`config.mk`:
```
export PLATFORM = sky130hd
export DESIGN_NAME = dcrs_dma_chan_regs
export DESIGN_NICKNAME = d
export VERILOG_FILES = /design/src/dcrs_pkg.sv /design/src/dcrs_req_decode.sv /design/src/dcrs_chan_flags.sv /design/src/dcrs_dma_chan_regs.sv
export SDC_FILE = /design/constraint.sdc
export NUM_CORES = 1
export LEC_CHECK = 0
export ABC_AREA = 0
export BUFFER_PORTS_ARGS = -buffer_cell sky130_fd_sc_hd__buf_2
export CAP_MARGIN = 40
export CORE_ASPECT_RATIO = 0.7
export CORE_MARGIN = 10
export CORE_UTILIZATION = 40
export CTS_CLUSTER_DIAMETER = 40
export CTS_CLUSTER_SIZE = 24
export DETAILED_ROUTE_END_ITERATION = 10
export SLEW_MARGIN = 15
export SYNTH_ARGS = -nofsm -noshare
export SYNTH_HDL_FRONTEND = slang
export SYNTH_HIERARCHICAL = 1
export SYNTH_SLANG_ARGS = --single-unit
export TNS_END_PERCENT = 1
```
`constraint.sdc`:
```
create_clock -name mclk -period 15.58 [get_ports mclk]
set_input_delay 1.558 -clock mclk [delete_from_list [all_inputs] [get_ports mclk]]
set_output_delay 1.558 -clock mclk [all_outputs]
set_load 0.02 [all_outputs]
```
`src/dcrs_pkg.sv`:
```
/*
  Shared constants for the six-channel request-source decode and channel control/status block.
  Assumes a 32-bit Avalon-MM byte address and one aligned 32-bit word per register.
*/
package dcrs_pkg;
  localparam int NUM_CH = 6;
  localparam int NUM_PREQ = 14;
  localparam logic [31:0] CSR_OFS [NUM_CH] = '{32'h1302_0010, 32'h1302_0030, 32'h1302_0050,
                                               32'h1302_0070, 32'h1302_0090, 32'h1302_00B0};
  localparam logic [31:0] SEL_BASE = 32'h1302_0400;
  localparam logic [31:0] SEL_STRIDE = 32'h0000_0004;
  localparam logic [31:0] CSR_RESET = 32'h0000_0000;
  localparam logic [5:0] SEL_RESET = 6'h00;
  localparam int BIT_DESCRIPTORLESS_SELECT = 31;
  localparam int BIT_LONG_DESCRIPTOR_SELECT = 30;
  localparam int LAST_DONE_DESC_OFFSET_LSB = 16;
  localparam int LAST_DONE_DESC_OFFSET_MSB = 23;
  localparam int BIT_ECC = 7;
  localparam int BIT_INV = 6;
  localparam int BIT_AR = 4;
  localparam int BIT_TT = 3;
  localparam int BIT_HLT = 2;
  localparam int BIT_CT = 1;
  localparam int BIT_CTE = 0;
  localparam int FLG_CT = 0;
  localparam int FLG_HLT = 1;
  localparam int FLG_TT = 2;
  localparam int FLG_AR = 3;
  localparam int FLG_INV = 4;
  localparam int FLG_ECC = 5;
  localparam logic [5:0] SRC_SSI0_TX = 6'h16;
  localparam logic [5:0] SRC_SSI0_RX = 6'h17;
  localparam logic [5:0] SRC_AUD_TX = 6'h18;
  localparam logic [5:0] SRC_AUD_RX = 6'h19;
  localparam logic [5:0] SRC_CARD0_TX = 6'h1A;
  localparam logic [5:0] SRC_CARD0_RX = 6'h1B;
  localparam logic [5:0] SRC_TIMER = 6'h1C;
  localparam logic [5:0] SRC_CONV = 6'h1D;
  localparam logic [5:0] SRC_CARD1_TX = 6'h1E;
  localparam logic [5:0] SRC_CARD1_RX = 6'h1F;
  localparam logic [5:0] SRC_SYNC_SERIAL_IF_1_TX = 6'h20;
  localparam logic [5:0] SRC_SYNC_SERIAL_IF_1_RX = 6'h21;
  localparam logic [5:0] SRC_REM_TX = 6'h22;
  localparam logic [5:0] SRC_REM_RX = 6'h23;
  typedef enum logic [1:0] {
    DIR_NONE = 2'b00,
    DIR_TO_PERIPH = 2'b01,
    DIR_FROM_PERIPH = 2'b10,
    DIR_MEM_TO_MEM = 2'b11
  } dcrs_dir_t;
  typedef enum logic {
    BUS_IDLE = 1'b0,
    BUS_ANSWER = 1'b1
  } dcrs_bus_state_t;
endpackage : dcrs_pkg

```
`src/dcrs_req_decode.sv`:
```
/*
  Request-source decode for one channel: picks the pacing request and transfer direction.
  Assumes peripheral requests come from logic on the same clock.
*/
`timescale 1ns/10ps
`default_nettype none
module dcrs_req_decode
  import dcrs_pkg::*;
(
  input wire logic [5:0] src_code,
  input wire logic [dcrs_pkg::NUM_PREQ-1:0] periph_req,
  output logic req,
  output dcrs_pkg::dcrs_dir_t dir
);
  always_comb begin
    req = 1'b0;
    dir = DIR_NONE;
    case (src_code)
      SRC_SSI0_TX: begin req = periph_req[0]; dir = DIR_TO_PERIPH; end
      SRC_SSI0_RX: begin req = periph_req[1]; dir = DIR_FROM_PERIPH; end
      SRC_AUD_TX: begin req = periph_req[2]; dir = DIR_TO_PERIPH; end
      SRC_AUD_RX: begin req = periph_req[3]; dir = DIR_FROM_PERIPH; end
      SRC_CARD0_TX: begin req = periph_req[4]; dir = DIR_TO_PERIPH; end
      SRC_CARD0_RX: begin req = periph_req[5]; dir = DIR_FROM_PERIPH; end
      SRC_TIMER: begin req = periph_req[6]; dir = DIR_MEM_TO_MEM; end
      SRC_CONV: begin req = periph_req[7]; dir = DIR_FROM_PERIPH; end
      SRC_CARD1_TX: begin req = periph_req[8]; dir = DIR_TO_PERIPH; end
      SRC_CARD1_RX: begin req = periph_req[9]; dir = DIR_FROM_PERIPH; end
      SRC_SYNC_SERIAL_IF_1_TX: begin req = periph_req[10]; dir = DIR_TO_PERIPH; end
      SRC_SYNC_SERIAL_IF_1_RX: begin req = periph_req[11]; dir = DIR_FROM_PERIPH; end
      SRC_REM_TX: begin req = periph_req[12]; dir = DIR_TO_PERIPH; end
      SRC_REM_RX: begin req = periph_req[13]; dir = DIR_FROM_PERIPH; end
      default: begin
        req = 1'b0;
        dir = DIR_NONE;
      end
    endcase
  end
endmodule : dcrs_req_decode
`default_nettype wire

```
`src/dcrs_chan_flags.sv`:
```
/*
  Status flags of one channel: hardware sets, software writes, and a set beats a write.
  Assumes a synchronous active-low reset copy and a clock enable from the top.
*/
`timescale 1ns/10ps
`default_nettype none
module dcrs_chan_flags (
  input wire logic mclk,
  input wire logic rst_n,
  input wire logic ce,
  input wire logic wr_en,
  input wire logic [5:0] wr_flags,
  input wire logic [5:0] set_flags,
  output logic [5:0] flags
);
  genvar b;
  generate
    for (b = 0; b < 6; b++) begin : g_flag
      always_ff @(posedge mclk or negedge rst_n) begin
        if (!rst_n) begin
          flags[b] <= 1'b0;
        end else if (ce) begin
          if (set_flags[b]) begin
            flags[b] <= 1'b1;
          end else if (wr_en) begin
            flags[b] <= wr_flags[b];
          end
        end
      end
    end
  endgenerate
endmodule : dcrs_chan_flags
`default_nettype wire

```
`src/dcrs_dma_chan_regs.sv`:
```
/*
  Six-channel DMA request-source selection and channel control/status registers on Avalon-MM.
  Assumes the transfer engine and the peripherals run on mclk and report events as one-cycle pulses.
*/
// Behaviour
// - First serial port codes 010110 and 010111 decoded.
// - Audio codes 011000 and 011001 decoded.
// - First card host codes 011010, 011011 decoded.
// - Code 011100 selects timer, memory to memory.
// - Code 011101 selects converter into memory.
// - Second card host codes 011110, 011111 decoded.
// - Second serial port codes 100000, 100001 decoded.
// - Remaining unit 100010, 100011; others reserved.
// - Bit 31 picks descriptorless operation.
// - Bit 30 picks eight-word descriptors.
// - Bits 23:16 copy completed descriptor offset.
// - Bit 7 flags ECC error, channel 0.
// - Bit 6 flags invalid loaded descriptor.
// - Bit 4 flags address error.
// - Bit 3 flags unlinked or descriptorless end.
// - Bit 2 reads one when channel halted.
// - Bit 1 flags linked chain end.
// - Reserved bits ignore writes, read zero.
`timescale 1ns/10ps
`default_nettype none
module dcrs_dma_chan_regs
  import dcrs_pkg::*;
(
  input wire logic mclk,
  input wire logic arst_n,
  input wire logic ce,
  input wire logic [31:0] avs_address,
  input wire logic avs_read,
  input wire logic avs_write,
  input wire logic [31:0] avs_writedata,
  input wire logic [3:0] avs_byteenable,
  output logic [31:0] avs_readdata,
  output logic avs_waitrequest,
  input wire logic [dcrs_pkg::NUM_PREQ-1:0] periph_req,
  input wire logic [dcrs_pkg::NUM_CH-1:0] desc_done,
  input wire logic [8*dcrs_pkg::NUM_CH-1:0] desc_offset,
  input wire logic [dcrs_pkg::NUM_CH-1:0] desc_loaded,
  input wire logic [dcrs_pkg::NUM_CH-1:0] desc_loaded_valid,
  input wire logic [dcrs_pkg::NUM_CH-1:0] addr_fault,
  input wire logic ecc_fault,
  input wire logic [dcrs_pkg::NUM_CH-1:0] xfer_end,
  input wire logic [dcrs_pkg::NUM_CH-1:0] chain_end,
  output logic [dcrs_pkg::NUM_CH-1:0] chan_req,
  output logic [2*dcrs_pkg::NUM_CH-1:0] chan_dir,
  output logic [dcrs_pkg::NUM_CH-1:0] descriptorless_select,
  output logic [dcrs_pkg::NUM_CH-1:0] long_descriptor_select,
  output logic [dcrs_pkg::NUM_CH-1:0] channel_enable_bit
);
  import dcrs_pkg::*;

  logic rst_meta_n;
  logic rst_n;
  dcrs_bus_state_t bus_state;
  dcrs_bus_state_t next_bus_state;
  logic [31:0] wmask;
  logic wr_commit;
  logic [NUM_CH-1:0] hit_csr;
  logic [NUM_CH-1:0] hit_sel;
  logic [NUM_CH-1:0] wr_csr;
  logic [NUM_CH-1:0] wr_sel;
  logic [31:0] csr_word [NUM_CH];
  logic [31:0] new_csr [NUM_CH];
  logic [5:0] req_sel [NUM_CH];
  logic [7:0] last_done_desc_offset [NUM_CH];
  logic [5:0] flags [NUM_CH];
  logic [5:0] set_flags [NUM_CH];
  logic [NUM_CH-1:0] dec_req;
  dcrs_dir_t dec_dir [NUM_CH];
  logic [31:0] next_readdata;

  // The reset is released through two flip-flops; everything else uses the copy.
  always_ff @(posedge mclk or negedge arst_n) begin
    if (!arst_n) begin
      rst_meta_n <= 1'b0;
      rst_n <= 1'b0;
    end else begin
      rst_meta_n <= 1'b1;
      rst_n <= rst_meta_n;
    end
  end

  // Each request waits one cycle; the answer comes on the second edge.
  always_comb begin
    next_bus_state = bus_state;
    case (bus_state)
      BUS_IDLE: begin
        if (avs_read || avs_write) begin
          next_bus_state = BUS_ANSWER;
        end
      end
      BUS_ANSWER: begin
        next_bus_state = BUS_IDLE;
      end
      default: begin
        next_bus_state = BUS_IDLE;
      end
    endcase
  end

  always_ff @(posedge mclk or negedge rst_n) begin
    if (!rst_n) begin
      bus_state <= BUS_IDLE;
    end else if (ce) begin
      bus_state <= next_bus_state;
    end
  end

  assign avs_waitrequest = (avs_read || avs_write) && (bus_state != BUS_ANSWER || !ce);
  assign wr_commit = avs_write && bus_state == BUS_ANSWER && ce;
  assign wmask = {{8{avs_byteenable[3]}}, {8{avs_byteenable[2]}}, {8{avs_byteenable[1]}},
                  {8{avs_byteenable[0]}}};

  genvar i;
  generate
    for (i = 0; i < NUM_CH; i++) begin : g_ch
      assign hit_csr[i] = avs_address == CSR_OFS[i];
      assign hit_sel[i] = avs_address == SEL_BASE + SEL_STRIDE * 32'(i);
      assign wr_csr[i] = wr_commit && hit_csr[i];
      assign wr_sel[i] = wr_commit && hit_sel[i];

      // Reserved fields are built as constant zeros, so they never store and always read zero.
      assign csr_word[i] = {descriptorless_select[i], long_descriptor_select[i], 6'h00,
                            last_done_desc_offset[i], 8'h00,
                            flags[i][FLG_ECC], flags[i][FLG_INV], 1'b0,
                            flags[i][FLG_AR], flags[i][FLG_TT], flags[i][FLG_HLT],
                            flags[i][FLG_CT], channel_enable_bit[i]};
      assign new_csr[i] = (csr_word[i] & ~wmask) | (avs_writedata & wmask);

      always_ff @(posedge mclk or negedge rst_n) begin
        if (!rst_n) begin
          descriptorless_select[i] <= CSR_RESET[BIT_DESCRIPTORLESS_SELECT];
          long_descriptor_select[i] <= CSR_RESET[BIT_LONG_DESCRIPTOR_SELECT];
          channel_enable_bit[i] <= CSR_RESET[BIT_CTE];
        end else if (ce && wr_csr[i]) begin
          descriptorless_select[i] <= new_csr[i][BIT_DESCRIPTORLESS_SELECT];
          long_descriptor_select[i] <= new_csr[i][BIT_LONG_DESCRIPTOR_SELECT];
          channel_enable_bit[i] <= new_csr[i][BIT_CTE];
        end
      end

      // A completed descriptor's offset wins over a software write in the same cycle.
      always_ff @(posedge mclk or negedge rst_n) begin
        if (!rst_n) begin
          last_done_desc_offset[i] <= CSR_RESET[LAST_DONE_DESC_OFFSET_MSB:LAST_DONE_DESC_OFFSET_LSB];
        end else if (ce) begin
          if (desc_done[i] && !descriptorless_select[i]) begin
            last_done_desc_offset[i] <= desc_offset[8*i +: 8];
          end else if (wr_csr[i]) begin
            last_done_desc_offset[i] <= new_csr[i][LAST_DONE_DESC_OFFSET_MSB:LAST_DONE_DESC_OFFSET_LSB];
          end
        end
      end

      always_ff @(posedge mclk or negedge rst_n) begin
        if (!rst_n) begin
          req_sel[i] <= SEL_RESET;
        end else if (ce && wr_sel[i]) begin
          req_sel[i] <= (req_sel[i] & ~wmask[5:0]) | (avs_writedata[5:0] & wmask[5:0]);
        end
      end

      // Hardware events that set status flags; descriptor-only events are dropped without descriptors.
      always_comb begin
        set_flags[i] = 6'h00;
        set_flags[i][FLG_CT] = chain_end[i] && !descriptorless_select[i];
        set_flags[i][FLG_TT] = xfer_end[i];
        set_flags[i][FLG_AR] = addr_fault[i];
        set_flags[i][FLG_INV] = desc_loaded[i] && !desc_loaded_valid[i] && !descriptorless_select[i];
        set_flags[i][FLG_ECC] = (i == 0) && ecc_fault;
        set_flags[i][FLG_HLT] = addr_fault[i] || set_flags[i][FLG_INV] || set_flags[i][FLG_ECC]
                                || xfer_end[i] || set_flags[i][FLG_CT];
      end

      dcrs_chan_flags u_flags (
        .mclk(mclk),
        .rst_n(rst_n),
        .ce(ce),
        .wr_en(wr_csr[i]),
        .wr_flags({new_csr[i][BIT_ECC] && (i == 0), new_csr[i][BIT_INV], new_csr[i][BIT_AR],
                   new_csr[i][BIT_TT], new_csr[i][BIT_HLT], new_csr[i][BIT_CT]}),
        .set_flags(set_flags[i]),
        .flags(flags[i])
      );

      dcrs_req_decode u_decode (
        .src_code(req_sel[i]),
        .periph_req(periph_req),
        .req(dec_req[i]),
        .dir(dec_dir[i])
      );

      // Requests pass only while the channel is enabled and not halted.
      always_ff @(posedge mclk or negedge rst_n) begin
        if (!rst_n) begin
          chan_req[i] <= 1'b0;
          chan_dir[2*i +: 2] <= DIR_NONE;
        end else if (ce) begin
          chan_req[i] <= channel_enable_bit[i] && !flags[i][FLG_HLT] && dec_req[i];
          chan_dir[2*i +: 2] <= dec_dir[i];
        end
      end
    end
  endgenerate

  // Unmapped addresses read as zero and ignore writes.
  always_comb begin
    next_readdata = 32'h0000_0000;
    for (int k = 0; k < NUM_CH; k++) begin
      if (hit_csr[k]) begin
        next_readdata = csr_word[k];
      end
      if (hit_sel[k]) begin
        next_readdata = {26'h000_0000, req_sel[k]};
      end
    end
  end

  always_ff @(posedge mclk or negedge rst_n) begin
    if (!rst_n) begin
      avs_readdata <= 32'h0000_0000;
    end else if (ce && bus_state == BUS_IDLE && avs_read) begin
      avs_readdata <= next_readdata;
    end
  end
endmodule : dcrs_dma_chan_regs
`default_nettype wire

```
* Word-level counts from Yosys, hierarchy flattened
Index checks and enable logic that the tools add are counted.
Storage, ports and cells: register bits after elaboration 186, bits of input ports 172, output and inout port bits 69, word-level logic and storage cells 493
Operators by class: equality and inequality tests 96, muxes and demuxes 100, bitwise gates (word level) 29, reductions and logical operators 191
Operators with widths (number):
- $eq A32 B29 Y1 const B | 12
- $mux W32 | 12
- $eq A6 B5 Y1 const B | 60
- $and A32 B32 Y32 | 7
- $or A32 B32 Y32 | 6
- $eq A6 B6 Y1 const B | 24
- $mux W8 | 12
- $pmux W1 S14 | 6
- $reduce_and A2 Y1 | 37
- $reduce_bool A2 Y1 | 37
- $logic_and A1 B1 Y1 | 65
- $mux W1 | 63
- $and A6 B6 Y6 | 7
- $reduce_or A7 Y1 | 6
- $or A6 B6 Y6 | 6
- $pmux W2 S3 | 6
- $reduce_or A6 Y1 | 6
- $not A32 Y32 | 1
- $logic_or A1 B1 Y1 | 21
- $logic_not A1 Y1 | 19
- $not A6 Y6 | 1
- $pmux W1 S2 | 1
- $not A1 Y1 | 1

* Longest topological paths before layout
Gate-level depths: netlist of run 1.
depth in word-level cells 13, mapped depth 10, gate-level depth less buffers 6

* Modules after synthesis
The synthesis of run 1 kept the hierarchy.
Modules (own cells, without submodules):
- dcrs_dma_chan_regs | times used 1, cells an instance 891, area an instance 8184.1 µm², sequential area each 3528.4 µm²
- dcrs_chan_flags | times used 6, cells an instance 33, area an instance 337.8 µm², sequential area each 150.1 µm²
- dcrs_req_decode | times used 6, cells an instance 30, area an instance 215.2 µm², sequential area each 0.0 µm²

* Least setup slack after synthesis of run 1
OpenSTA, ideal clock, no wires.
kind input port to output port, start in ce, end out avs_waitrequest, arrival 2.573 ns, required time 14.022 ns, path slack 11.449 ns, cell stages on the path 4, cells stage by stage clkbuf_1 clkbuf_1 buf_1 a21oi_1
On the way: longest elaborated chain between the ends 3
RTL lines:
- start: declaration | RTL line dcrs_dma_chan_regs.sv:31 | input wire logic ce,
- $logic_not A1 Y1 | RTL line dcrs_dma_chan_regs.sv:113 | assign avs_waitrequest = (avs_read || avs_write) && (bus_state != BUS_ANSWER || !ce);
- $logic_or A1 B1 Y1 | RTL line dcrs_dma_chan_regs.sv:113
- $logic_and A1 B1 Y1 | RTL line dcrs_dma_chan_regs.sv:113
- end: declaration | RTL line dcrs_dma_chan_regs.sv:38 | output logic avs_waitrequest,
No other way between the ends.

==> parameters.txt, run 1 <==
Parameter                              Value

Outcome
  Run status ... finished clean

STA
  Min cycle time layout ... 4.10 ns
  Relative slew margins ... 38.2%
  Fin. max-slew vios ... 0
  Unrepaired setup endpoints after global routing ... no
  Endpoints failing hold ... 0
  Count of endpoints failing setup in the final report ... 0
  Clock skew after layout ... 0.0142 ns
  Slew @ Worst Pin ... 0.919 ns
  Max Clock Freq ... 244 MHz
  Part of the cycle the worst path needs ... 26.3%
  Setup_tns ... 0 ns

Floorplan
  Initial Utilization ... 41.0%
  Num rows ... 51
  Die footprint ... 0.0360 mm2
  Die boundary width ... 223 um
  I/O Pins ... 241
  Die Y ... 162 um
  Core Footprint ... 0.0281 mm2

Route
  Routed via count divided by cell count ... 5.83
  Number of remaining DRC errors ... 0
  Routed length per instance ... 22.6 um
  Via count ... 10600
  First-iteration detailed-routing DRC count ... 1116
  Number of nets with antenna violations after detailed routing ... 0
  1st-pass router iterations ... 5
  Total detailed-routing wirelength ... 41.1 mm

Logic synthesis
  Number of different library cells in the post-synthesis netlist ... 70
  Cell count after synthesis ... 1269
  Post-Syn Area ... 0.0115 mm2
  Post-synth EDFFs ... 0
  Number of warnings printed during yosys synthesis ... 6
  Mean instance size in the synthesized netlist ... 9.06 um2
  Main flop type after synthesis ... dfrtp_1
  Number of storage elements in the synthesis netlist ... 177
  Async set-or-reset flop fraction in the synthesized netlist ... 100%
  Proportion of synthesized chip area in sequential cells ... 38.5%

Clocking
  Root Driver ... clkbuf_16
  Count of hold-fix buffers inserted at cts ... 0
  Post_cts resized ... 0
  Clock input transition at the sequential cells of the worst setup and hold paths ... 0.07 ns
  Clock Sink Count ... 177
  CTS tree ... done
  Post-CTS setup buffer count ... 0
  Deepest clock path buffer count ... 2
  Total clock buffers created by CTS ... 17
  Insertion delay to the later sink of the worst-skew pair ... 0.44 ns
  Number of H-tree branching levels ... 4

Worst setup path
  Category of the worst setup path capture point ... register
  Arr. time, crit path ... 4.42 ns
  Sort of element at the start of the critical path ... input pin
  Critical path fanouts, max ... 13
  Worst-path cell chain ... buf_2 -> or4_1 -> nor3b_4 -> and3_1 -> a31oi_1 -> nor2b_1 -> mux2_2
  Count of cells along the worst register-to-register path ... 6
  WP data required ... 15.90 ns
  Critical Path Slowest Stage Cell ... or4_1
  Beginning of the worst register-to-register path ... bus_state
  Source of the critical timing path ... avs_address[2]
  Stage delay of the slowest cell on the critical path ... 0.70 ns
  R2R Setup Slk ... 12.76 ns
  Crit Path Class ... in2reg
  Reg2Reg Capture Point ... avs_readdata[3]

Place
  Detail Placement HPWL ... 31.6 mm
  GP Congestion ... 0.956
  Total of buffers placed on input and output ports ... 211

Layout
  Count of filler cells inserted in the layout ... 2736
  Register area ... 0.00443 mm2
  Footprint of the multi-input gates ... 0.00630 mm2
  Final standard cell utilization of the core ... 47.0%
  Area overhead of the layout relative to synthesis ... 14.7%
  Net count, final ... 1605
  Share of layout cells above drive strength 1 ... 28.5%

Global route
  Largest net degree at the start of global routing ... 65
  Global route overflow ... 0
  Initial antenna violation count ... 2
  Global-route wire length before repair ... 62.5 mm
  Overall global routing resource usage ... 22.1%
  Number of global-route vias before repair ... 10200

Pwr
  Power per unit of standard cell area ... 89.3 mW/mm2
  IR drop worst, VDD ... 0.0488 mV
  Leakage power ... 0.00587 uW

Flow run
  Max capacitance violation total ... 0

Worst hold path
  Hold Path Class ... reg2async
==> routing by layer <==
| layer | wire length [um] | GRT usage, % |
|---|---|---|
| met1 | 19400 | 32.6 |
| met2 | 17400 | 31.5 |
| met3 | 3810 | 5.49 |
| met4 | 483 | 4.53 |
| met5 | 0 | 1.54 |
==> final cells by class <==
| class | instances | share of cell area, % |
|---|---|---|
| clock inverter | 11 | 0.730 |
| inverter | 41 | 1.17 |
| tap | 371 | 3.52 |
| antenna | 3 | 0.0569 |
| multi-input combinational | 958 | 47.8 |
| clock buffer | 21 | 3.41 |
| sequential | 177 | 33.6 |
| timing repair buffer | 238 | 9.71 |
==> per-stage QoR <==
step                area [um2]  power [uW]  hold WS [ns]  std cells  setup WS (ns)
global placement         12500         761         0.339       1769          10.87
finish                   13200        1180         0.330       1820          11.48
detailed placement       12600         770         0.343       1779          11.09
floorplan                11600         678         0.331       1297          10.28
CTS                      13100        1180         0.356       1811          11.54
global route             13200        1230         0.369       1819          11.38
==> Yosys cell counts, drive strengths merged, types with 14 or more instances <==
master | count | area share [%]
a211oi | 24 | 2.6
a21o | 14 | 0.98
a21oi | 51 | 2.2
a22o | 18 | 1.4
a31oi | 14 | 0.76
buf | 84 | 5.0
clkbuf | 37 | 1.2
dfrtp | 177 | 39
inv | 41 | 1.3
mux2 | 77 | 7.5
mux2i | 24 | 2.1
nand2 | 112 | 3.7
nand3 | 35 | 1.5
nand4 | 16 | 0.92
nor2 | 132 | 4.4
nor2b | 25 | 1.4
nor3 | 71 | 3.8
nor4 | 18 | 1.3
nor4b | 16 | 1.2
o21ai | 113 | 4.9
==> worst max-delay path by stage <==
stage	to	depth (start not counted)	slack (ns)
4_1_cts	register	7	11.54
5_1_grt	register	7	11.38
6_report	register	7	11.48
3_5_place_dp	register	7	11.09
3_3_place_gp	avs_readdata[2]	7	10.87
2_1_floorplan	async pin	0	10.28
==> kinds of logic (layout without fill, tap and decap cells) <==
logic type,Yosys count,after routing,synth area share [%]
simple gates,511,511,24.5
compound gates,309,309,18.5
flops,177,177,38.5
buf+inv,162,311,7.59
mux,107,107,10.8
other cells,2,33,0.0653
xor+xnor,1,1,0.0762
==> where the power goes <==
| part | switching [uW] | internal [uW] |
|---|---|---|
| registers | 42.5 | 508 |
| clock network | 200 | 213 |
| logic | 133 | 81.7 |
==> critical path: cells and delay by family <==
family                 cells  cell delay, ns
buffers and inverters      1            0.15
AO/OA/AOI/OAI              1            0.12
multiplexers               1            0.41
AND/OR/NAND/NOR            4            2.19
==> cells in the final DEF, fill, tap and decap left out, types with 14 or more instances in the layout <==
cell | netlist | routed
nand4_1 | 15 | 15
conb_1 | 2 | 30
buf_4 | 36 | 19
nor2b_1 | 25 | 25
nor4b_1 | 16 | 16
dfrtp_1 | 177 | 176
a211oi_2 | 24 | 24
nand2_1 | 112 | 112
nand3_1 | 35 | 35
nor4_1 | 14 | 14
mux2_2 | 71 | 71
o21ai_0 | 105 | 105
mux2i_1 | 24 | 24
clkbuf_16 | 0 | 17
inv_1 | 41 | 41
buf_2 | 32 | 214
a21oi_1 | 51 | 51
nor3_1 | 57 | 57
nor2_1 | 130 | 130
a31oi_1 | 14 | 14
Note: power is estimated with default switching activity, not from simulation.
==> run 2, diff against run 1 <==
clock period = 3.86 ns   (was 15.58 ns; I/O delays follow)
==> run 2 against run 1 <==
Compared with the run above:
- critical path type unchanged
- worst hold slack got worse by 0.19 ns
- sequential cell count unchanged
- largest cell class unchanged
- setup slack lost 11 ns
- largest power group unchanged
==> parameters.txt, run 2 (synthesis gave the netlist of run 1 again) <==
Parameter                              Value

Clocking
  Number of H-tree branching levels ... 4 (unchanged)
  Total clock buffers created by CTS ... 17 (unchanged)
  Post_cts resized ... 0 (unchanged)
  Post-CTS setup buffer count ... 0 (unchanged)
  Clock Sink Count ... 177 (unchanged)
  Deepest clock path buffer count ... 2 (unchanged)
  Insertion delay to the later sink of the worst-skew pair ... 0.44 ns (about the same)
  CTS tree ... done
  Clock input transition at the sequential cells of the worst setup and hold paths ... 0.08 ns (about the same)
  Root Driver ... clkbuf_16

Layout
  Count of filler cells inserted in the layout ... 2734 (-0.073%)
  Post-Layout Cell Count ... 1829 (+0.49%)
  Area overhead of the layout relative to synthesis ... 15.8%
  Final standard cell utilization of the core ... 47.4% (+0.46 points)
  Commonest cells after routing, fill and taps aside ... buf_2, dfrtp_1, nor2_1
  Net count, final ... 1614 (+0.56%)
  Register area ... 0.00443 mm2 (unchanged)
  Share of layout cells above drive strength 1 ... 29.2% (+0.72 points)
  Footprint of the multi-input gates ... 0.00630 mm2 (unchanged)
  Most common cell after layout, fill and taps aside ... buf_2

STA
  Max Clock Freq ... 336 MHz
  Relative slew margins ... 39.3% (+1.1 points)
  Fin. max-slew vios ... 0 (unchanged)
  Final Worst Setup Slack ... 0.883 ns (-10.60 ns)
  Endpoints failing hold ... 0 (unchanged)
  Part of the cycle the worst path needs ... 77.1%
  Clock skew after layout ... 0.0106 ns (-0.00355 ns)
  Setup_tns ... 0 ns (unchanged)
  Slew @ Worst Pin ... 0.904 ns (-0.0152 ns)
  Unrepaired setup endpoints after global routing ... no
  Hold WS ... 0.140 ns (-0.190 ns)
  Count of endpoints failing setup in the final report ... 0 (unchanged)
  Min cycle time layout ... 2.98 ns

Route
  Via count ... 10700 (+0.45%)
  1st-pass router iterations ... 6 (+1)
  First-iteration detailed-routing DRC count ... 1105 (-0.99%)
  Routed length per instance ... 22.3 um (-1.2%)
  Routed via count divided by cell count ... 5.83 (about the same)
  Number of remaining DRC errors ... 0 (unchanged)
  Total detailed-routing wirelength ... 40.8 mm (-0.71%)
  Number of nets with antenna violations after detailed routing ... 0 (unchanged)

Pwr
  Power per unit of standard cell area ... 359 mW/mm2 (+300%)
  Share of power burned in combinational logic ... 18.3% (about the same)
  Switching share of power ... 32.3% (+0.44 points)
  Leakage power ... 0.00595 uW (+1.3%)
  Sequential group share of total power ... 46.3% (-0.4 points)
  Cell internal power dissipation ... 3240 uW (+300%)
  Clk pwr share ... 35.4% (+0.3 points)
  Switching power ... 1550 uW (+310%)
  IR drop worst, VDD ... 0.259 mV (+430%)

Worst setup path
  Worst-path cell chain ... buf_2 -> or4_1 -> nor3b_4 -> nand4_2 -> o221a_1 -> a2111oi_0 -> buf_4 -> o21ai_1
  Arr. time, crit path ... 3.29 ns (-1.13 ns)
  Top Family by Delay on Critical Path ... simple AND/OR/NAND/NOR gates
  Stages on worst setup path ... 8 (+1)
  Source of the critical timing path ... avs_address[2]
  Beginning of the worst register-to-register path ... bus_state
  End point of the critical path ... avs_readdata[2]
  Crit Path Class ... in2reg
  Critical Path Slowest Stage Cell ... or4_1
  Count of buffer and inverter cells on the critical path ... 2 (+1)
  Count of cells along the worst register-to-register path ... 4 (-2)
  R2R Setup Slk ... 1.38 ns (-11.38 ns)
  Stage delay of the slowest cell on the critical path ... 0.70 ns (about the same)
  Sort of element at the start of the critical path ... input pin
  WP data required ... 4.17 ns (-11.73 ns)
  Category of the worst setup path capture point ... register
  Critical path fanouts, max ... 13 (unchanged)

Floorplan
  Initial Utilization ... 41.0% (unchanged)
  Core Footprint ... 0.0281 mm2 (unchanged)
  Num rows ... 51 (unchanged)
  I/O Pins ... 241 (unchanged)
  Die footprint ... 0.0360 mm2 (unchanged)
  Die boundary width ... 223 um (unchanged)
  Die Y ... 162 um (unchanged)

Worst hold path
  Hold Path Class ... reg2async

Place
  Detail Placement HPWL ... 32.1 mm (+1.5%)
  Count of placed standard cells including taps ... 1789 (+0.56%)
  Pre-CTS worst setup slack ... 0.569 ns (-10.52 ns)
  GP Congestion ... 0.948 (-0.86%)
  Total of buffers placed on input and output ports ... 211 (unchanged)

Flow run
  Max capacitance violation total ... 0 (unchanged)

Global route
  Global route overflow ... 0 (unchanged)
  Overall global routing resource usage ... 21.9% (-0.21 points)
  Largest net degree at the start of global routing ... 64 (-1.5%)
  Initial antenna violation count ... 4 (+2)
  Number of global-route vias before repair ... 10000 (-1.9%)
  Global-route wire length before repair ... 61.9 mm (-0.99%)

Outcome
  Run status ... finished clean
==> run 2: changes by cell type in the layout (fill, tap and decap cells not counted), moves of 3 or more <==
cell / previous run / this run
clkinv_4: 4 / 0
clkbuf_1: 3 / 0
buf_2: 214 / 211
inv_8: 1 / 4
buf_4: 19 / 29
==> run 2: cell type report <==
type | count | area share (%)
diodes | 3 | 0.0564
clock buffers | 17 | 3.19
clock inverters | 15 | 1.04
inverters | 41 | 1.16
multi-input cells | 958 | 47.3
flip-flops and latches | 177 | 33.3
well taps | 371 | 3.48
repair buffers | 247 | 10.5
==> run 2: worst reg2reg max path: stages, from the launching register on <==
cell	delay, ns
dfrtp_1	0.45
and3_1	0.48
nand2_1	0.44
nor2_1	0.61
mux2_2	0.40
==> run 2: metrics by stage <==
| step | area [um2] | power (uW) |
|---|---|---|
| 3_3_place_gp | 12600 | 3080 |
| 5_1_grt | 13300 | 5020 |
| 4_1_cts | 13300 | 4820 |
| 3_5_place_dp | 12700 | 3120 |
| 6_report | 13300 | 4790 |
| 2_1_floorplan | 11600 | 2740 |
==> run 2: worst min-delay path by stage <==
stage / end / startpoint / cells after the start
final: async pin / rst_n / 0
after global placement: rst_meta_n / arst_n / 1
after global routing: async pin / rst_n / 0
after floorplan: rst_meta_n / arst_n / 0
after detailed placement: async pin / rst_n / 0
after CTS: async pin / rst_n / 0
==> run 2: metal layers <==
| metal | vias to the layer above | GRT usage [%] | share of wire, % |
|---|---|---|---|
| met2 | 440 | 30.9 | 42 |
| li1 | 4959 | - | - |
| met1 | 5237 | 32.3 | 48 |
| met5 | - | 0 | 0.032 |
| met3 | 26 | 5.88 | 9.3 |
| met4 | 2 | 4.56 | 1.1 |
==> run 2: what timing repair did <==
| action | in CTS | in global routing |
|---|---|---|
| setup endpoints to repair | 0 | 0 |
| hold endpoints to repair | 2 | 0 |
| hold buffers | 1 | 0 |
==> run 2: power by group through the flow <==
stage / Sequential (uW) / Clock (uW) / Combinational [uW]
after floorplan: 2300 / 0 / 438
after global placement: 2250 / 0 / 826
after detailed placement: 2250 / 0 / 869
after CTS: 2210 / 1730 / 872
after global routing: 2240 / 1820 / 958
final: 2220 / 1700 / 875
